$ cat config.mk
export PLATFORM = sky130hd
export DESIGN_NAME = cer_bank
export DESIGN_NICKNAME = d
export VERILOG_FILES = /design/src/hdl/cer_pkg.sv /design/src/hdl/cer_tick_if.sv /design/src/hdl/cer_tick_gen.sv /design/src/hdl/cer_bank.sv
export VERILOG_INCLUDE_DIRS = /design/src /design/src/hdl
export SDC_FILE = /design/constraint.sdc
export NUM_CORES = 1
export LEC_CHECK = 0
export BUFFER_PORTS_ARGS = -buffer_cell sky130_fd_sc_hd__clkbuf_2
export CORE_MARGIN = 1.5
export CORE_UTILIZATION = 56
export CTS_CLUSTER_SIZE = 20
export DETAILED_ROUTE_END_ITERATION = 6
export GPL_ROUTABILITY_DRIVEN = 0
export GPL_TIMING_DRIVEN = 0
export PLACE_DENSITY = 0.87
export SYNTH_ARGS = -nofsm -noshare
export SYNTH_HDL_FRONTEND = slang
export SYNTH_SLANG_ARGS = --single-unit
$ cat constraint.sdc
create_clock -name i_sys_clk -period 3.1 [get_ports i_sys_clk]
set_input_delay 0.31 -clock i_sys_clk [delete_from_list [all_inputs] [get_ports i_sys_clk]]
set_output_delay 0.31 -clock i_sys_clk [all_outputs]
set_load 0.1 [all_outputs]
$ cat src/hdl/cer_params.svh
// register offsets, field positions, reset values and timing counts of the calibration/enhancement bank
`ifndef CER_PARAMS_SVH
`define CER_PARAMS_SVH

`define CER_ADDR_MON_OFS   8'h67
`define CER_ADDR_TRIM      8'h68
`define CER_ADDR_DAC_OFFSET_VALUE     8'h69
`define CER_ADDR_COMMON_MODE_VALUE     8'h6a
`define CER_ADDR_PEAK      8'h6b
`define CER_ADDR_ENH       8'h6c

`define CER_RST_MON_OFS    8'h00
`define CER_RST_TRIM       4'h0
`define CER_RST_DAC_OFFSET_VALUE      8'h00
`define CER_RST_COMMON_MODE_VALUE      6'h00
`define CER_RST_PEAK       4'h8
`define CER_RST_ENH        8'h00

`define CER_MON_A_HI       7
`define CER_MON_A_LO       4
`define CER_MON_B_HI       3
`define CER_MON_B_LO       0
`define CER_TRIM_DAC_POSITIVE_TRIM      3
`define CER_TRIM_DAC_NEGATIVE_TRIM      2
`define CER_TRIM_ADC_POSITIVE_TRIM      1
`define CER_TRIM_ADC_NEGATIVE_TRIM      0
`define CER_COMMON_MODE_VALUE_HI       5
`define CER_PEAK_HI        3

`define CER_ENH_PROGRAMMED_CURRENT_LIMIT       7
`define CER_ENH_FSK        6
`define CER_ENH_CONVERTER_SPEEDUP       5
`define CER_ENH_EXTERNAL_IMPEDANCE_REF      4
`define CER_ENH_BATTERY_SWITCH_DEBOUNCE       3
`define CER_ENH_VOLTAGE_LOOP_CLOSURE       2
`define CER_ENH_CONVERTER_SQUELCH      1
`define CER_ENH_HYST       0

`define CER_PROGRAMMED_CURRENT_LIMIT_BOOST_MA  6'd41

`define CER_CLK_HZ         100000000
`define CER_CLK_MHZ        100
`define CER_TONE_SLOW_HZ   8000
`define CER_TONE_FAST_HZ   24000
`define CER_TONE_SLOW_CYC  (`CER_CLK_HZ / `CER_TONE_SLOW_HZ)
`define CER_TONE_FAST_CYC  (`CER_CLK_HZ / `CER_TONE_FAST_HZ)
`define CER_BATTERY_SWITCH_DEBOUNCE_MS        60
`define CER_BATTERY_SWITCH_DEBOUNCE_CYC       (`CER_BATTERY_SWITCH_DEBOUNCE_MS * `CER_CLK_MHZ * 1000)
`define CER_BOOST_US       1000
`define CER_BOOST_CYC      (`CER_BOOST_US * `CER_CLK_MHZ)

`endif

$ cat src/hdl/cer_pkg.sv
// types of the calibration/enhancement bank
package cer_pkg;

  typedef enum logic [1:0] {
    CER_BATT_HIGH = 2'b00,
    CER_BATT_WAIT = 2'b01,
    CER_BATT_LOW  = 2'b10
  } cer_batt_state_t;

  typedef logic [7:0] cer_byte_t;

endpackage : cer_pkg

$ cat src/hdl/cer_tick_if.sv
// tick strobe carried from a rate generator to its user
`timescale 1ns/100ps
interface cer_tick_if;
  logic tick;
  modport src (output tick);
  modport snk (input tick);
endinterface : cer_tick_if

$ cat src/hdl/cer_tick_gen.sv
// free running divider giving a one-cycle tick every DIV clocks
`timescale 1ns/100ps
module cer_tick_gen #(
  parameter int unsigned DIV = 12500
) (
  input  wire logic  i_sys_clk,
  input  wire logic  i_rst_n,
  cer_tick_if.src    o_tick_port
);

  localparam int unsigned CW = (DIV > 1) ? $clog2(DIV) : 1;
  localparam logic [CW-1:0] LAST = CW'(DIV - 1);

  logic [CW-1:0] cnt_ff;
  logic          tick_ff;

  always_ff @(posedge i_sys_clk or negedge i_rst_n) begin
    if (!i_rst_n) begin
      cnt_ff  <= '0;
      tick_ff <= 1'b0;
    end else if (cnt_ff == LAST) begin
      cnt_ff  <= '0;
      tick_ff <= 1'b1;
    end else begin
      cnt_ff  <= cnt_ff + CW'(1);
      tick_ff <= 1'b0;
    end
  end

  assign o_tick_port.tick = tick_ff;

endmodule : cer_tick_gen

$ cat src/hdl/cer_bank.sv
// calibration result and enhancement enable register bank with the behaviour its bits steer
// Function
// - monitor offset: two 4-bit fields, upper/lower
// - four single-bit dac/adc offset trims, bits 3..0
// - dac offset: full 8 bits, resets zero
// - common mode: 6 bits, top two read zero
// - peak current: low nibble, upper reads zero
// - boost limit to 41 mA after ring burst
// - tone 1 at 24 kHz when fsk and relay
// - fsk active selects dedicated oscillator registers
// - cadence timers tick at 41.67 us under fsk
// - speedup bit selects multi-threshold converter control
// - external impedance bit removes internal resistor
// - 60 ms debounce high-to-low battery only
// - loop closure from voltage or current
// - squelch bit suppresses converter audio noise
// - hysteresis between upper and lower thresholds
`timescale 1ns/100ps
`include "cer_params.svh"
module cer_bank #(
  parameter int unsigned TONE_SLOW_CYC = `CER_TONE_SLOW_CYC,
  parameter int unsigned TONE_FAST_CYC = `CER_TONE_FAST_CYC,
  parameter int unsigned BATTERY_SWITCH_DEBOUNCE_CYC      = `CER_BATTERY_SWITCH_DEBOUNCE_CYC,
  parameter int unsigned BOOST_CYC     = `CER_BOOST_CYC
) (
  input  wire logic       i_sys_clk,
  input  wire logic       i_rst_n,
  input  wire logic [7:0] i_reg_addr,
  input  wire logic       i_reg_wr,
  input  wire logic       i_reg_rd,
  input  wire logic [7:0] i_reg_wdata,
  output logic      [7:0] o_reg_rdata,
  output logic            o_reg_rvalid,
  input  wire logic       i_cal_we,
  input  wire logic [7:0] i_cal_addr,
  input  wire logic [7:0] i_cal_data,
  input  wire logic       i_relay_flag,
  input  wire logic       i_external_battery_select,
  input  wire logic       i_ring_burst_end,
  input  wire logic [5:0] i_programmed_current_limit,
  input  wire logic       i_batt_high_req,
  input  wire logic [7:0] i_loop_current,
  input  wire logic [7:0] i_tip_ring_voltage,
  input  wire logic [7:0] i_closure_upper,
  input  wire logic [7:0] i_closure_lower,
  output logic      [3:0] o_monitor_offset_result_a,
  output logic      [3:0] o_monitor_offset_result_b,
  output logic            o_dac_positive_trim,
  output logic            o_dac_negative_trim,
  output logic            o_adc_positive_trim,
  output logic            o_adc_negative_trim,
  output logic      [7:0] o_dac_offset_value,
  output logic      [5:0] o_common_mode_value,
  output logic      [3:0] o_peak_current_value,
  output logic      [5:0] o_effective_current_limit,
  output logic            o_programmed_current_limit_boost_active,
  output logic            o_tone1_tick,
  output logic            o_oscillator_one_coeff_use_fsk_regs,
  output logic            o_converter_speedup,
  output logic            o_external_impedance_ref,
  output logic            o_batt_high_sel,
  output logic            o_voltage_loop_closure,
  output logic            o_loop_closed,
  output logic            o_converter_squelch
);

  localparam int unsigned SW = $clog2(BATTERY_SWITCH_DEBOUNCE_CYC + 1);
  localparam int unsigned BW = $clog2(BOOST_CYC + 1);
  localparam logic [SW-1:0] BATTERY_SWITCH_DEBOUNCE_LOAD  = SW'(BATTERY_SWITCH_DEBOUNCE_CYC - 1);
  localparam logic [BW-1:0] BOOST_LOAD = BW'(BOOST_CYC - 1);

  cer_pkg::cer_byte_t     mon_ofs_ff;
  logic [3:0]             trim_ff;
  cer_pkg::cer_byte_t     dac_offset_value_ff;
  logic [5:0]             common_mode_value_ff;
  logic [3:0]             peak_ff;
  cer_pkg::cer_byte_t     enh_ff;

  logic                   host_mon;
  logic                   host_trim;
  logic                   host_dac_offset_value;
  logic                   host_common_mode_value;
  logic                   host_peak;
  logic                   host_enh;
  logic                   cal_mon;
  logic                   cal_trim;
  logic                   cal_dac_offset_value;
  logic                   cal_common_mode_value;
  logic                   cal_peak;

  // calibration engine updates result fields; it wins over a host write in the same cycle
  assign host_mon   = i_reg_wr && (i_reg_addr == `CER_ADDR_MON_OFS);
  assign host_trim  = i_reg_wr && (i_reg_addr == `CER_ADDR_TRIM);
  assign host_dac_offset_value = i_reg_wr && (i_reg_addr == `CER_ADDR_DAC_OFFSET_VALUE);
  assign host_common_mode_value = i_reg_wr && (i_reg_addr == `CER_ADDR_COMMON_MODE_VALUE);
  assign host_peak  = i_reg_wr && (i_reg_addr == `CER_ADDR_PEAK);
  assign host_enh   = i_reg_wr && (i_reg_addr == `CER_ADDR_ENH);
  assign cal_mon    = i_cal_we && (i_cal_addr == `CER_ADDR_MON_OFS);
  assign cal_trim   = i_cal_we && (i_cal_addr == `CER_ADDR_TRIM);
  assign cal_dac_offset_value  = i_cal_we && (i_cal_addr == `CER_ADDR_DAC_OFFSET_VALUE);
  assign cal_common_mode_value  = i_cal_we && (i_cal_addr == `CER_ADDR_COMMON_MODE_VALUE);
  assign cal_peak   = i_cal_we && (i_cal_addr == `CER_ADDR_PEAK);

  always_ff @(posedge i_sys_clk or negedge i_rst_n) begin
    if (!i_rst_n) begin
      mon_ofs_ff <= `CER_RST_MON_OFS;
    end else if (cal_mon) begin
      mon_ofs_ff <= i_cal_data;
    end else if (host_mon) begin
      mon_ofs_ff <= i_reg_wdata;
    end
  end

  always_ff @(posedge i_sys_clk or negedge i_rst_n) begin
    if (!i_rst_n) begin
      trim_ff <= `CER_RST_TRIM;
    end else if (cal_trim) begin
      trim_ff <= i_cal_data[`CER_TRIM_DAC_POSITIVE_TRIM:0];
    end else if (host_trim) begin
      trim_ff <= i_reg_wdata[`CER_TRIM_DAC_POSITIVE_TRIM:0];
    end
  end

  always_ff @(posedge i_sys_clk or negedge i_rst_n) begin
    if (!i_rst_n) begin
      dac_offset_value_ff <= `CER_RST_DAC_OFFSET_VALUE;
    end else if (cal_dac_offset_value) begin
      dac_offset_value_ff <= i_cal_data;
    end else if (host_dac_offset_value) begin
      dac_offset_value_ff <= i_reg_wdata;
    end
  end

  always_ff @(posedge i_sys_clk or negedge i_rst_n) begin
    if (!i_rst_n) begin
      common_mode_value_ff <= `CER_RST_COMMON_MODE_VALUE;
    end else if (cal_common_mode_value) begin
      common_mode_value_ff <= i_cal_data[`CER_COMMON_MODE_VALUE_HI:0];
    end else if (host_common_mode_value) begin
      common_mode_value_ff <= i_reg_wdata[`CER_COMMON_MODE_VALUE_HI:0];
    end
  end

  always_ff @(posedge i_sys_clk or negedge i_rst_n) begin
    if (!i_rst_n) begin
      peak_ff <= `CER_RST_PEAK;
    end else if (cal_peak) begin
      peak_ff <= i_cal_data[`CER_PEAK_HI:0];
    end else if (host_peak) begin
      peak_ff <= i_reg_wdata[`CER_PEAK_HI:0];
    end
  end

  // enhancement bits are software settings only, calibration never touches them
  always_ff @(posedge i_sys_clk or negedge i_rst_n) begin
    if (!i_rst_n) begin
      enh_ff <= `CER_RST_ENH;
    end else if (host_enh) begin
      enh_ff <= i_reg_wdata;
    end
  end

  // read answer one cycle after the strobe; unmapped offsets read zero
  always_ff @(posedge i_sys_clk or negedge i_rst_n) begin
    if (!i_rst_n) begin
      o_reg_rvalid <= 1'b0;
      o_reg_rdata  <= 8'h00;
    end else begin
      o_reg_rvalid <= i_reg_rd;
      if (i_reg_rd) begin
        case (i_reg_addr)
          `CER_ADDR_MON_OFS: o_reg_rdata <= mon_ofs_ff;
          `CER_ADDR_TRIM:    o_reg_rdata <= {4'h0, trim_ff};
          `CER_ADDR_DAC_OFFSET_VALUE:   o_reg_rdata <= dac_offset_value_ff;
          `CER_ADDR_COMMON_MODE_VALUE:   o_reg_rdata <= {2'h0, common_mode_value_ff};
          `CER_ADDR_PEAK:    o_reg_rdata <= {4'h0, peak_ff};
          `CER_ADDR_ENH:     o_reg_rdata <= enh_ff;
          default:           o_reg_rdata <= 8'h00;
        endcase
      end
    end
  end

  assign o_monitor_offset_result_a = mon_ofs_ff[`CER_MON_A_HI:`CER_MON_A_LO];
  assign o_monitor_offset_result_b = mon_ofs_ff[`CER_MON_B_HI:`CER_MON_B_LO];
  assign o_dac_positive_trim       = trim_ff[`CER_TRIM_DAC_POSITIVE_TRIM];
  assign o_dac_negative_trim       = trim_ff[`CER_TRIM_DAC_NEGATIVE_TRIM];
  assign o_adc_positive_trim       = trim_ff[`CER_TRIM_ADC_POSITIVE_TRIM];
  assign o_adc_negative_trim       = trim_ff[`CER_TRIM_ADC_NEGATIVE_TRIM];
  assign o_dac_offset_value        = dac_offset_value_ff;
  assign o_common_mode_value       = common_mode_value_ff;
  assign o_peak_current_value      = peak_ff;
  assign o_converter_speedup       = enh_ff[`CER_ENH_CONVERTER_SPEEDUP];
  assign o_external_impedance_ref  = enh_ff[`CER_ENH_EXTERNAL_IMPEDANCE_REF];
  assign o_converter_squelch       = enh_ff[`CER_ENH_CONVERTER_SQUELCH];
  assign o_voltage_loop_closure    = enh_ff[`CER_ENH_VOLTAGE_LOOP_CLOSURE];

  // current limit boost window, restarted by each ring burst end
  logic [BW-1:0] boost_cnt_ff;
  logic          boost_ff;

  always_ff @(posedge i_sys_clk or negedge i_rst_n) begin
    if (!i_rst_n) begin
      boost_ff     <= 1'b0;
      boost_cnt_ff <= '0;
    end else if (!enh_ff[`CER_ENH_PROGRAMMED_CURRENT_LIMIT]) begin
      boost_ff     <= 1'b0;
      boost_cnt_ff <= '0;
    end else if (i_ring_burst_end) begin
      boost_ff     <= 1'b1;
      boost_cnt_ff <= BOOST_LOAD;
    end else if (boost_ff) begin
      if (boost_cnt_ff == '0) begin
        boost_ff <= 1'b0;
      end else begin
        boost_cnt_ff <= boost_cnt_ff - BW'(1);
      end
    end
  end

  always_ff @(posedge i_sys_clk or negedge i_rst_n) begin
    if (!i_rst_n) begin
      o_effective_current_limit <= 6'h00;
    end else begin
      o_effective_current_limit <= boost_ff ? `CER_PROGRAMMED_CURRENT_LIMIT_BOOST_MA : i_programmed_current_limit;
    end
  end

  assign o_programmed_current_limit_boost_active = boost_ff;

  // tone generator 1 rate; both dividers run so a switch takes effect at the next tick
  cer_tick_if slow_if ();
  cer_tick_if fast_if ();

  cer_tick_gen #(.DIV(TONE_SLOW_CYC)) u_slow_tick (
    .i_sys_clk   (i_sys_clk),
    .i_rst_n     (i_rst_n),
    .o_tick_port (slow_if.src)
  );

  cer_tick_gen #(.DIV(TONE_FAST_CYC)) u_fast_tick (
    .i_sys_clk   (i_sys_clk),
    .i_rst_n     (i_rst_n),
    .o_tick_port (fast_if.src)
  );

  logic fsk_active;
  assign fsk_active = enh_ff[`CER_ENH_FSK] && i_relay_flag;

  always_ff @(posedge i_sys_clk or negedge i_rst_n) begin
    if (!i_rst_n) begin
      o_tone1_tick        <= 1'b0;
      o_oscillator_one_coeff_use_fsk_regs <= 1'b0;
    end else begin
      // same tick drives the cadence timers, so they gain the finer step too
      o_tone1_tick        <= fsk_active ? fast_if.tick : slow_if.tick;
      o_oscillator_one_coeff_use_fsk_regs <= fsk_active;
    end
  end

  // battery switch: only the high-to-low move is debounced
  cer_pkg::cer_batt_state_t batt_state_ff;
  logic [SW-1:0]            batt_cnt_ff;

  always_ff @(posedge i_sys_clk or negedge i_rst_n) begin
    if (!i_rst_n) begin
      batt_state_ff <= cer_pkg::CER_BATT_HIGH;
      batt_cnt_ff   <= '0;
    end else begin
      case (batt_state_ff)
        cer_pkg::CER_BATT_HIGH: begin
          if (!i_batt_high_req) begin
            if (enh_ff[`CER_ENH_BATTERY_SWITCH_DEBOUNCE] && i_external_battery_select) begin
              batt_state_ff <= cer_pkg::CER_BATT_WAIT;
              batt_cnt_ff   <= BATTERY_SWITCH_DEBOUNCE_LOAD;
            end else begin
              batt_state_ff <= cer_pkg::CER_BATT_LOW;
            end
          end
        end
        cer_pkg::CER_BATT_WAIT: begin
          if (i_batt_high_req) begin
            batt_state_ff <= cer_pkg::CER_BATT_HIGH;
          end else if (batt_cnt_ff == '0) begin
            batt_state_ff <= cer_pkg::CER_BATT_LOW;
          end else begin
            batt_cnt_ff <= batt_cnt_ff - SW'(1);
          end
        end
        cer_pkg::CER_BATT_LOW: begin
          if (i_batt_high_req) begin
            batt_state_ff <= cer_pkg::CER_BATT_HIGH;
          end
        end
        default: begin
          batt_state_ff <= cer_pkg::CER_BATT_HIGH;
        end
      endcase
    end
  end

  assign o_batt_high_sel = (batt_state_ff != cer_pkg::CER_BATT_LOW);

  // loop closure; the selected measure is compared unscaled, and larger means closed for either source
  logic [7:0] closure_measure;
  logic       nxt_loop_closed;

  assign closure_measure = enh_ff[`CER_ENH_VOLTAGE_LOOP_CLOSURE] ? i_tip_ring_voltage : i_loop_current;

  always_comb begin
    if (enh_ff[`CER_ENH_HYST] && o_loop_closed) begin
      nxt_loop_closed = (closure_measure >= i_closure_lower);
    end else begin
      nxt_loop_closed = (closure_measure > i_closure_upper);
    end
  end

  always_ff @(posedge i_sys_clk or negedge i_rst_n) begin
    if (!i_rst_n) begin
      o_loop_closed <= 1'b0;
    end else begin
      o_loop_closed <= nxt_loop_closed;
    end
  end

endmodule : cer_bank

# --- Yosys cells after proc, flatten, opt, wreduce, memory -nomap -nowiden ---
# Cells that the tools add are included.
op_classes:
  n_addsub: 4
  div: 0
  shifts: 0
  muxes: 38
  reduce_logical: 26
  order_cmp: 2
  multipliers: 0
  eq_ne: 24
  n_bitwise: 0
ops:
  columns: ["cell", "n"]
  rows:
  - ["$mux W23", 4]
  - ["$eq A8 B7 Y1 const B", 11]
  - ["$mux W17", 4]
  - ["$pmux W8 S6", 1]
  - ["$pmux W23 S2", 1]
  - ["$mux W8", 5]
  - ["$logic_not A23 Y1", 1]
  - ["$sub A23 B1 Y23 const B", 1]
  - ["$mux W6", 3]
  - ["$logic_not A17 Y1", 1]
  - ["$sub A17 B1 Y17 const B", 1]
  - ["$mux W4", 4]
  - ["$add A14 B1 Y14 const B", 1]
  - ["$eq A14 B14 Y1 const B", 1]
  - ["$logic_and A1 B1 Y1", 14]
  - ["$mux W14", 1]
  - ["$add A13 B1 Y13 const B", 1]
  - ["$eq A13 B13 Y1 const B", 1]
  - ["$mux W13", 1]
  - ["$ne A2 B2 Y1 const B", 6]
  - ["$reduce_bool A2 Y1", 6]
  - ["$mux W2", 5]
  - ["$ge A8 B8 Y1", 1]
  - ["$gt A8 B8 Y1", 1]
  - ["other kinds (10)", 18]
totals:
  ramBits: 0
  latchBits: 0
  input_bits: 79
  ff_bits: 128
  memories: 0
  word_cells: 114
  output_inout_bits: 54
  romBits: 0

# --- Longest topological paths before layout ---
# Gate-level depths: netlist of run 1.
logic_depth:
  ltp_word: 5
  depth_mapped: 8
  depth_no_buf: 7

# --- Cells and area by module ---
# From an unflattened synthesis of run 1, not the netlist that was laid out.
unflattened:
  cells_unflattened: 692
  area_unflattened_um2: 6866.6
by_module_without_submodules:
  columns: ["mod", "cells_per_inst", "n_inst", "area_each_um2", "seq_area_each_um2"]
  rows:
  - ["cer_bank", 571, 1, 5519.0, 2478.6]
  - ["cer_tick_gen at u_slow_tick", 62, 1, 699.4, 375.4]
  - ["cer_tick_gen at u_fast_tick", 59, 1, 648.1, 350.3]

# --- Worst setup path after synthesis of run 1 ---
# OpenSTA, ideal clock, no wires.
synth_path:
  path_kind: "flip-flop to flip-flop"
  from: "reg enh_ff[2]"
  to: "reg o_loop_closed"
  stages_incl_launch_ff: 9
  setup_ns: 0.130
  slack_ns: 0.348
  path_buffers: 1
  period_less_slack_ns: 2.752
  required_time_ns: 2.970
  arrival_ns: 2.623
  cell_sequence: "dfrtp_1 -> clkbuf_1 -> mux2_2 -> ha_1 -> a21o_1 -> a21o_1 -> a21oi_1 -> o22a_1 -> nand3_1"
synth_via:
  elab_chain_len: 3
  word_cells_on_any_way: 4
  classes_between: "order compare (2); mux (2)"
synth_rtl:
  columns: ["element", "line_no", "text"]
  rows:
  - ["start: declaration", "cer_bank.sv:77", "cer_pkg::cer_byte_t enh_ff;"]
  - ["start signal: assignment", "cer_bank.sv:157", "enh_ff <= `CER_RST_ENH;"]
  - ["start signal: assignment", "cer_bank.sv:159", "enh_ff <= i_reg_wdata;"]
  - ["$mux W8 (*)", "cer_bank.sv:308", "assign closure_measure = enh_ff[`CER_ENH_VOLTAGE_LOOP_CLOSURE] ? i_tip_ring_voltage : i_loop_current;"]
  - ["$gt A8 B8 Y1 / $ge A8 B8 Y1 (equally long branches)", "cer_bank.sv:314, cer_bank.sv:312", null]
  - ["$mux W1 (*)", "cer_bank.sv:311", "if (enh_ff[`CER_ENH_HYST] && o_loop_closed) begin"]
  - ["via nxt_loop_closed", "cer_bank.sv:306", "logic nxt_loop_closed;"]
  - ["end signal: assignment", "cer_bank.sv:322", "o_loop_closed <= nxt_loop_closed;"]
  - ["end: declaration", "cer_bank.sv:63", "output logic o_loop_closed,"]
# The timed path passes the listed nets; every way through them passes the cells marked *.
# A chain may end at the register's enable or synchronous reset.

# --- Final worst setup path of run 1 ---
layout_path:
  from: "reg boost_cnt_ff[0]"
  to: "reg boost_cnt_ff[4]"
layout_via:
  elab_chain_len: 5
  word_cells_on_any_way: 8
  classes_between: "add/sub (1); eq/ne (1); mux (4); reduce/logical (2)"
layout_rtl:
  columns: ["element", "line_no", "text"]
  rows:
  - ["start: declaration", "cer_bank.sv:199", "logic [BW-1:0] boost_cnt_ff;"]
  - ["start signal: assignment", "cer_bank.sv:216", "boost_cnt_ff <= boost_cnt_ff - BW'(1);"]
  - ["$sub A17 B1 Y17", "cer_bank.sv:216", null]
  - ["$mux W17", "cer_bank.sv:213", "if (boost_cnt_ff == '0) begin"]
  - ["$mux W17", "cer_bank.sv:212", "end else if (boost_ff) begin"]
  - ["$mux W17", "cer_bank.sv:209", "end else if (i_ring_burst_end) begin"]
  - ["$mux W17", "cer_bank.sv:206", "end else if (!enh_ff[`CER_ENH_PROGRAMMED_CURRENT_LIMIT]) begin"]
# Several ways; a longest one is shown, not always the timed one. The select of a mux whose other input is x is not followed.

==> impl_results.md, run 1 <==
- Syn Area/Cell: 10.2 um^2
- Clk buf depth: 2
- Place WS: 0.433 ns
- Initial drt markers: between 500 and 600
- Hold Crit Class: in2reg
- TritonCTS Sinks: approximately 130
- Worst EP required: 3.40 ns
- Post-route DRC: 0
- RSZ-0062 raised after global routing: no
- CTS tree: yes
- Internal power: 3.54 mW
- Switching part of the total power: 0.325
- Status: complete, no violations
- DP Area: ~0.0076 mm^2
- Via density: 6.12
- Final worst setup slack: 0.655 ns
- Setup violations, final: 0
- Skew final: 0.00565 ns
- Vias in the first global route: around 6100
- Die Area: 0.0127 mm^2
- Critical Path AT: around 2.7 ns
- Fin cells: 967
- Gate Count Post-Synth: 660
- Post-CTS Repair Setup Buffers: 0
- Commonest cells after routing, fill and taps aside: clkbuf_2, dfrtp_1, nor2_1
- Peak supply drop: 473 uV
- Multi-input gate area: 0.00338 mm^2
- Least-Margin Pin Slew: about 1.2 ns
- Initial antenna violation count: 0
- IO Pins: 133
- Worst reg2reg setup slack: 0.66 ns
- Post-synthesis cell type count: 68
- Initial core utilization: 0.582
- Slew margin rel.: 0.159
- Worst reg2reg startpoint: boost_cnt_ff[0]
- Post-synth ARST share: 1.00
- Fin Hold WS: 0.0118 ns
- Root buffer cell: clkbuf_16
- Port buffer count: ~130
- Hold Fails Final Rpt: 0
- Largest net degree at the start of global routing: 77
- Synth Register Bits: 128
- Sequential power share: 0.373
- Via count: 5915
- WL final: 17200 um
- N_diodes: 0
- Final critical-path required period: ~2.4 ns
- Kind of end point of the critical path: flop
- Yosys warning total: 0
- GRT Overall Usage: 0.286
- Post-synth EDFFs: 0
- Post-DRT Antenna Nets: 0
- R2R depth: 7
- Fin util: 0.713
- Final critical-path share of the clock period: 0.789
- Clock transition at path regs: 0.05 ns
- Synthesized Nets: 760
- DP Cell Count: 935
- Most common cell after layout, fill and taps aside: clkbuf_2
- P_sw: 1.70 mW
- Gr ovfl total: 0
- Kind of critical path: reg2reg
- Detailed placement HPWL: between 10000 and 15000 um
- Synth Flop Type: dfrtp_1
- # H-tree levels: 4
- Area Overhead vs Synth: 22.5%
- Hold worst-path end: o_reg_rvalid
- Die X: 113 um
- Total of max-cap violations: 0
- Max Clk Rate: around 410 MHz
- Core footprint: 0.0116 mm^2
- Fillers: 836
- Finished layout cell area: 0.00828 mm^2
- Final #Nets: 912
- Logic pwr share: 0.212
- Worst-skew pair later-pin latency: ~0.42 ns
- Max-slew violation count: 0
- R2R Path End: boost_cnt_ff[4]
- Post-Syn Area: 0.00676 mm^2
- Share of cells above drive strength 1: 0.255
- Clock share of power: 0.415
- Number of buffers created by CTS: 17
- Hold Crit Depth: 1
- Mean routed wirelength per cell: 17.8 um
- First-pass DRT Iterations: 6
- Pwr per Cell Area: 633 mW/mm^2
- Register area: between 0.003 and 0.004 mm^2
- Leak: 4.06 nW
- CP startpoint kind: flop
- FP Rows: 39
- DIE HEIGHT: between 100 and 150 um
- First-pass GRT wire length: 28700 um
- Sequential-to-total area share from yosys stat: 0.474
- CP max FO: 6
- Hold Path Origin: i_reg_rd
[timing repair]
item | CTS | global route
gates resized for setup | 0 | 0
endpoints found under the hold margin | 52 | 0
hold buffers | 1 | 0
endpoints found under the setup margin | 0 | 0
[power by group through the flow]
stage                     Sequential (mW)  Clock (mW)  Combinational, mW
after floorplan                      2.33           0              0.446
after global placement               1.96           0               1.06
after detailed placement             1.97           0               1.10
after CTS                            1.95        2.19               1.11
after global routing                 1.98        2.26               1.19
final                                1.96        2.17               1.11
[Yosys cell counts, types with 7 or more instances]
cell type,instances,area [um^2]
xnor2_1,14,123
ha_1,21,263
a21oi_1,33,165
o21ai_0,34,170
inv_1,27,101
nand2_1,45,169
and3_1,7,43.8
clkbuf_1,16,60.1
nand3_1,27,135
dfrtp_1,127,3180
nor2b_1,10,62.6
nor4_1,8,50.1
mux2i_1,32,320
or3_1,11,68.8
nor3_1,18,90.1
xor2_1,26,228
mux2_2,20,225
nor2_1,52,195
o21a_1,15,113
nand4_1,9,56.3
[flip-flops by register name, indices dropped and copies added, names as in the netlist, 4 cells and up]
| register | cells |
|---|---|
| batt_cnt_ff | 23 |
| boost_cnt_ff | 17 |
| u_slow_tick.cnt_ff | 14 |
| u_fast_tick.cnt_ff | 13 |
| enh_ff | 8 |
| mon_ofs_ff | 8 |
| o_dac_offset_value | 8 |
| o_reg_rdata | 8 |
| o_common_mode_value | 6 |
| o_effective_current_limit | 6 |
| o_peak_current_value | 4 |
| trim_ff | 4 |
[metal layers]
metal,wire length [um],GRT usage,up-vias
met1,6650,0.341,2862
met2,8840,0.486,275
met4,518,0.133,0
met3,1240,0.0755,50
met5,0,0,-
li1,-,-,2728
[metrics by stage]
| step | power (mW) | TNS (ns) |
|---|---|---|
| finish | 5.24 | 0 |
| floorplan | 2.78 | 0 |
| detailed placement | 3.07 | 0 |
| CTS | 5.25 | 0 |
| global route | 5.43 | 0 |
| global placement | 3.02 | -15.18 |
[final cells by class]
class                   count  share of cell area
clock buffers              18              0.0518
repair buffers            133              0.0847
flip-flops and latches    128               0.387
inverters                  27              0.0122
plain buffers              19             0.00906
multi-input cells         486               0.408
clock inverters            13              0.0255
well taps                 143              0.0216
[worst max path at each step]
stage                                from                    end  slack (ns)  cells after the start
after floorplan                 enh_ff[2]          o_loop_closed        0.35                      8
after global placement            i_rst_n  u_fast_tick.cnt_ff[5]       -0.13                      1
after detailed placement    i_cal_addr[4]          mon_ofs_ff[6]        0.43                      6
after CTS                 boost_cnt_ff[0]        boost_cnt_ff[4]        0.66                      7
after global routing      boost_cnt_ff[0]        boost_cnt_ff[4]        0.43                      7
final                     boost_cnt_ff[0]        boost_cnt_ff[4]        0.66                      7
[worst max-delay path, stage by stage (launching register included)]
cell and delay, ns:
dfrtp_1 0.39, inv_1 0.10, ha_1 0.22, or4b_2 0.66, nor2_1 0.34, a21oi_1 0.23
a221oi_1 0.32, nor2b_1 0.07
[cells by family (layout without fill, tap and decap cells)]
group                      count (synthesis)  count (layout)  synth area share
xor gates and xnor gates                  40              40            0.0518
buffers and inverters                     46             210            0.0261
and+or+nand+nor                          239             239             0.197
adders and majority gates                 21              21            0.0389
DFF                                      128             128             0.474
AOI/OAI and AO/OA                        134             134             0.132
muxes                                     52              52            0.0807
Power figures use the tool's default switching activity.
==> inputs of run 2 (changes only) <==
==> constraint.sdc (replaced) <==
create_clock -name i_sys_clk -period 2.54 [get_ports i_sys_clk]
set_input_delay 0.254 -clock i_sys_clk [delete_from_list [all_inputs] [get_ports i_sys_clk]]
set_output_delay 0.254 -clock i_sys_clk [all_outputs]
set_load 0.1 [all_outputs]
==> run 2 against run 1 <==
  * Worst hold slack is essentially flat
  * Wire length shrank 1.6%
  * First-iteration DRC count shrank 3.6%
  * Non-clock buffer count grew 1
  * Largest power group is now sequential cells
  * Highest routed layer unchanged
==> impl_results.md, run 2 (same netlist as run 1, synthesis figures left out) <==
- DP Cell Count: between 900 and 1000
- Initial antenna violation count: 0
- Post-route DRC: 0
- FP Rows: 39
- Share of cells above drive strength 1: 0.259
- GRT Overall Usage: 0.278
- R2R depth: 8
- Worst reg2reg startpoint: enh_ff[2]
- Fin util: 0.706
- Pwr per Cell Area: 727 mW/mm^2
- Most frequent CP cell: a21o_1
- Commonest cells after routing, fill and taps aside: clkbuf_2, dfrtp_1, nor2_1
- Core footprint: 0.0116 mm^2
- R2R Path End: o_loop_closed
- Kind of end point of the critical path: flop
- Final critical-path required period: 2.46 ns
- Kind of critical path: reg2reg
- CTS tree: yes
- Clock transition at path regs: 0.07 ns
- RSZ-0062 raised after global routing: no
- Setup violations, final: 0
- Detailed placement HPWL: 12300 um
- Post-CTS Repair Setup Buffers: 0
- Place WS: -0.0166 ns
- Via count: 5887
- Initial drt markers: between 400 and 500
- # H-tree levels: 4
- Hold Fails Final Rpt: 0
- Max Clk Rate: 406 MHz
- Root buffer cell: clkbuf_16
- Gr ovfl total: 0
- Die Area: 0.0127 mm^2
- Via density: 6.08
- Largest net degree at the start of global routing: 84
- Finished layout cell area: 0.00820 mm^2
- Area Overhead vs Synth: 21.3%
- Mean routed wirelength per cell: about 18 um
- Biggest registers after layout: batt_cnt_ff: 23 flops, boost_cnt_ff: 17 flops, u_slow_tick.cnt_ff: 14 flops
- Final critical-path share of the clock period: 0.970
- IO Pins: 133
- Hold Crit Class: in2reg
- Least-Margin Pin Slew: 1.26 ns
- Setup TNS: 0 ns
- CP startpoint kind: flop
- Fin cells: 969
- N_diodes: 0
- Biggest register: batt_cnt_ff
- Max reg flops: 23
- Initial core utilization: 0.582
- Post-DRT Antenna Nets: 0
- Clk buf depth: 2
- CP max FO: 10
- Hold Crit Depth: 2
- Peak supply drop: 486 uV
- Total of max-cap violations: 0
- Worst-path cell chain: clkbuf_1 -> mux2_2 -> ha_1 -> a21o_1 -> a21o_1 -> a21oi_1 -> o22a_1 -> nand3_1
- Leak: 4.02 nW
- Hold Path Origin: i_batt_high_req
- Kind of cell adding the most delay to the critical path: compound AO/OA/AOI/OAI gates
- CP peak stage delay: 0.45 ns
- Final Total Pwr: 5.97 mW
- Worst reg2reg setup slack: 0.08 ns
- Port buffer count: 131
- Number of buffers created by CTS: 17
- Final worst setup slack: roughly 0.076 ns
- DIE HEIGHT: 113 um
- TritonCTS Sinks: 128
- DP Area: around 0.0076 mm^2
- Slew margin rel.: 0.147
- Crit-path slowest cell: clkbuf_1
- Status: complete, no violations
- Worst EP required: 2.84 ns
- Vias in the first global route: approximately 5900
- WL final: between 15000 and 20000 um
- Critical Path AT: 2.77 ns
- Skew final: 0.0105 ns
- Fin Hold WS: around 0.012 ns
- Max-slew violation count: 0
- First-pass DRT Iterations: 5
- Worst-skew pair later-pin latency: 0.42 ns
- Crit path buffers/inverters: 1
- Hold worst-path end: batt_state_ff[1]
- First-pass GRT wire length: 28200 um
- Most common cell after layout, fill and taps aside: clkbuf_2
- Die X: 113 um
- Final #Nets: 913
-- run 2: changes by cell type in the layout (fill, tap and decap cells not counted), sizes merged --
cell	before	now
inv	29	31
bufinv	5	0
clkinv	2	6
dlygate4sd3	1	2
-- run 2: layout make-up --
cell class | count | area (um^2)
repair buffers | 134 | 712
clock buffers | 18 | 429
fillers | 833 | 3410
clock inverters | 14 | 110
multi-input cells | 486 | 3390
well taps | 143 | 179
flip-flops and latches | 128 | 3210
plain buffers | 19 | 75.1
inverters | 27 | 101
-- run 2: per-layer routing --
metal	routed length (um)	global-route usage	vias to the layer above
li1	-	-	2725
met1	6880	0.344	2847
met2	8520	0.473	254
met3	1020	0.0659	61
met4	550	0.113	0
met5	0	0	-
-- run 2: worst max-delay path by stage --
stage | from | end | slack (ns) | cells after the start
floorplan | o_programmed_current_limit_boost_active | boost_cnt_ff[7] | 0.03 | 6
detailed placement | i_cal_addr[4] | mon_ofs_ff[6] | -0.02 | 6
global placement | i_rst_n | enh_ff[2] | -0.89 | 1
CTS | enh_ff[2] | o_loop_closed | 0.08 | 8
global route | enh_ff[2] | o_loop_closed | 0.006 | 8
finish | enh_ff[2] | o_loop_closed | 0.08 | 8
-- run 2: what timing repair did --
item	CTS	global route
hold buffers	2	0
endpoints found under the setup margin	0	4
hold endpoints to repair	45	0
resized for setup	0	3
-- run 2: where the power goes --
part	internal [mW]	total [mW]	switching, mW	leakage [nW]
Clock	1.26	2.22	0.962	0.254
Sequential	2.20	2.38	0.181	1.69
Combinational	0.381	1.36	0.982	2.08
==> inputs of run 3 (changes only) <==
--- a/config.mk
+++ b/config.mk
@@ -8,12 +8,14 @@
 export LEC_CHECK = 0
 export BUFFER_PORTS_ARGS = -buffer_cell sky130_fd_sc_hd__clkbuf_2
 export CORE_MARGIN = 1.5
-export CORE_UTILIZATION = 56
+export CORE_UTILIZATION = 40
 export CTS_CLUSTER_SIZE = 20
 export DETAILED_ROUTE_END_ITERATION = 6
 export GPL_ROUTABILITY_DRIVEN = 0
 export GPL_TIMING_DRIVEN = 0
-export PLACE_DENSITY = 0.87
+export PLACE_DENSITY = 0.67
+export REMOVE_ABC_BUFFERS = 1
+export SLEW_MARGIN = 20
 export SYNTH_ARGS = -nofsm -noshare
 export SYNTH_HDL_FRONTEND = slang
 export SYNTH_SLANG_ARGS = --single-unit
==> run 3 against run 2 <==
  * Sequential share of layout area down 1.1 points
  * Die area grew 39%
  * Cell area rose by 2.8%
  * Register-to-register slack barely moved
  * Clock skew fell by 0.0028 ns
  * Combinational power about the same
  * Highest routed layer unchanged
==> impl_results.md, run 3 (same netlist as run 1, synthesis figures left out) <==
- Commonest cells after routing, fill and taps aside: clkbuf_2, dfrtp_1, nor2_1
- Worst reg2reg setup slack: 0.09 ns
- FP Rows: 47
- Area Overhead vs Synth: 24.7%
- DIE HEIGHT: 133 um
- Biggest registers after layout: batt_cnt_ff: 23 flops, boost_cnt_ff: 17 flops, u_slow_tick.cnt_ff: 14 flops
- Clock transition at path regs: 0.06 ns
- Hold Path Origin: i_programmed_current_limit[0]
- First-pass DRT Iterations: 5
- Largest net degree at the start of global routing: 93
- Die Area: roughly 0.018 mm^2
- IO Pins: about 130
- Finished layout cell area: around 0.0084 mm^2
- Setup TNS: 0 ns
- Busiest grt layer: met2
- Most common cell after layout, fill and taps aside: clkbuf_2
- TritonCTS Sinks: between 100 and 150
- Via density: 5.33
- Initial core utilization: 0.409
- Worst-skew pair later-pin latency: 0.43 ns
- Final critical-path share of the clock period: 0.964
- Initial antenna violation count: 0
- Via count: 5486
- Post-DRT Antenna Nets: 0
- R2R depth: 5
- Mean routed wirelength per cell: 15.7 um
- Post-route DRC: 0
- Skew final: 0.00776 ns
- Hold worst-path end: o_effective_current_limit[0]
- Global routing usage on met3: 0.0425
- Leak: between 4 and 5 nW
- GRT Overall Usage: 0.193
- GRT met2 Usage: 0.316
- Number of buffers created by CTS: 17
- Worst EP required: 2.87 ns
- N_diodes: 0
- CP startpoint kind: flop
- Clk buf depth: 2
- Detailed placement HPWL: 11600 um
- Die X: 133 um
- WL final: ~16000 um
- Setup violations, final: 0
- Kind of critical path: reg2reg
- Hold Crit Depth: 2
- Root buffer cell: clkbuf_16
- Max reg flops: 23
- Peak supply drop: 516 uV
- Status: complete, no violations
- RSZ-0062 raised after global routing: yes
- R2R Path End: batt_cnt_ff[21]
- Hold Fails Final Rpt: 0
- CP max FO: 10
- CTS tree: yes
- First-pass GRT wire length: between 20000 and 30000 um
- Gr ovfl total: 0
- Max Clk Rate: 408 MHz
- Max-slew violation count: 0
- Pwr per Cell Area: 777 mW/mm^2
- Final critical-path required period: 2.45 ns
- Post-CTS Repair Setup Buffers: 0
- DP Area: slightly below 0.008 mm^2
- Biggest register: batt_cnt_ff
- Port buffer count: 132
- Fillers: 1514
- Hold Crit Class: in2reg
- Total of max-cap violations: 0
- Critical Path AT: 2.78 ns
- Initial drt markers: 279
- Worst reg2reg startpoint: batt_cnt_ff[17]
- Final #Nets: 897
- Slew margin rel.: 0.366
- Vias in the first global route: approximately 5400
- Share of cells above drive strength 1: 0.269
- GR Layer Usage met1: 0.251
- Kind of end point of the critical path: flop
- # H-tree levels: 4
- Core footprint: 0.0165 mm^2
- Least-Margin Pin Slew: 0.944 ns
## run 3: repair_timing
| item | in CTS | in global routing |
|---|---|---|
| pin swaps | 0 | 0 |
| setup endpoints to repair | 10 | 11 |
| hold buffers | 2 | 0 |
| gates resized for setup | 2 | 5 |
| hold endpoints to repair | 37 | 0 |
## run 3: critical path, stage by stage, from the launching register on
cell	delay (ns)
dfrtp_1	0.40
nor4_1	0.53
nand4bb_1	0.46
o311ai_2	0.63
o21ai_0	0.17
a21oi_1	0.18
## run 3: report_power, final
group,switching (mW),internal [mW]
Sequential,0.187,2.20
Clock,0.889,1.95
Combinational,0.948,0.379
Total,2.02,4.53
## run 3: layout make-up
type                       instances  area, um^2  share of cell area
clock buffer                      23         488              0.0579
clock inverter                     9         201              0.0239
timing repair buffer             137         729              0.0865
tap                              220         275              0.0326
sequential                       128        3200               0.380
inverter                          27         101              0.0120
multi-input combinational        486        3430               0.407
## run 3: per-layer routing
metal / share of wire / wire length, um
met3: 0.050 / 818
met5: 0 / 0
met2: 0.48 / 7850
met4: 0.016 / 261
met1: 0.45 / 7280
## run 3: worst max-delay path by stage
stage,start,to
6_report,batt_cnt_ff[17],batt_cnt_ff[21]
2_1_floorplan,enh_ff[2],o_loop_closed
5_1_grt,batt_cnt_ff[17],batt_cnt_ff[21]
3_3_place_gp,i_rst_n,o_loop_closed
4_1_cts,boost_cnt_ff[0],boost_cnt_ff[4]
3_5_place_dp,boost_cnt_ff[11],boost_cnt_ff[4]
## run 3: stage by stage
| step | total power [mW] | std cells | hold WS (ns) | setup WS [ns] | util |
|---|---|---|---|---|---|
| after global placement | 3.71 | 993 | 0.427 | -0.868 | 0.461 |
| after floorplan | 3.38 | 641 | -0.0416 | -0.0439 | - |
| after CTS | 6.58 | 1030 | 0.00788 | 0.00475 | 0.508 |
| final | 6.55 | 1030 | 0.0240 | 0.0905 | 0.510 |
| after detailed placement | 3.74 | 996 | 0.192 | -0.269 | 0.465 |
| after global routing | 6.80 | 1030 | 0.0186 | -0.0851 | 0.510 |
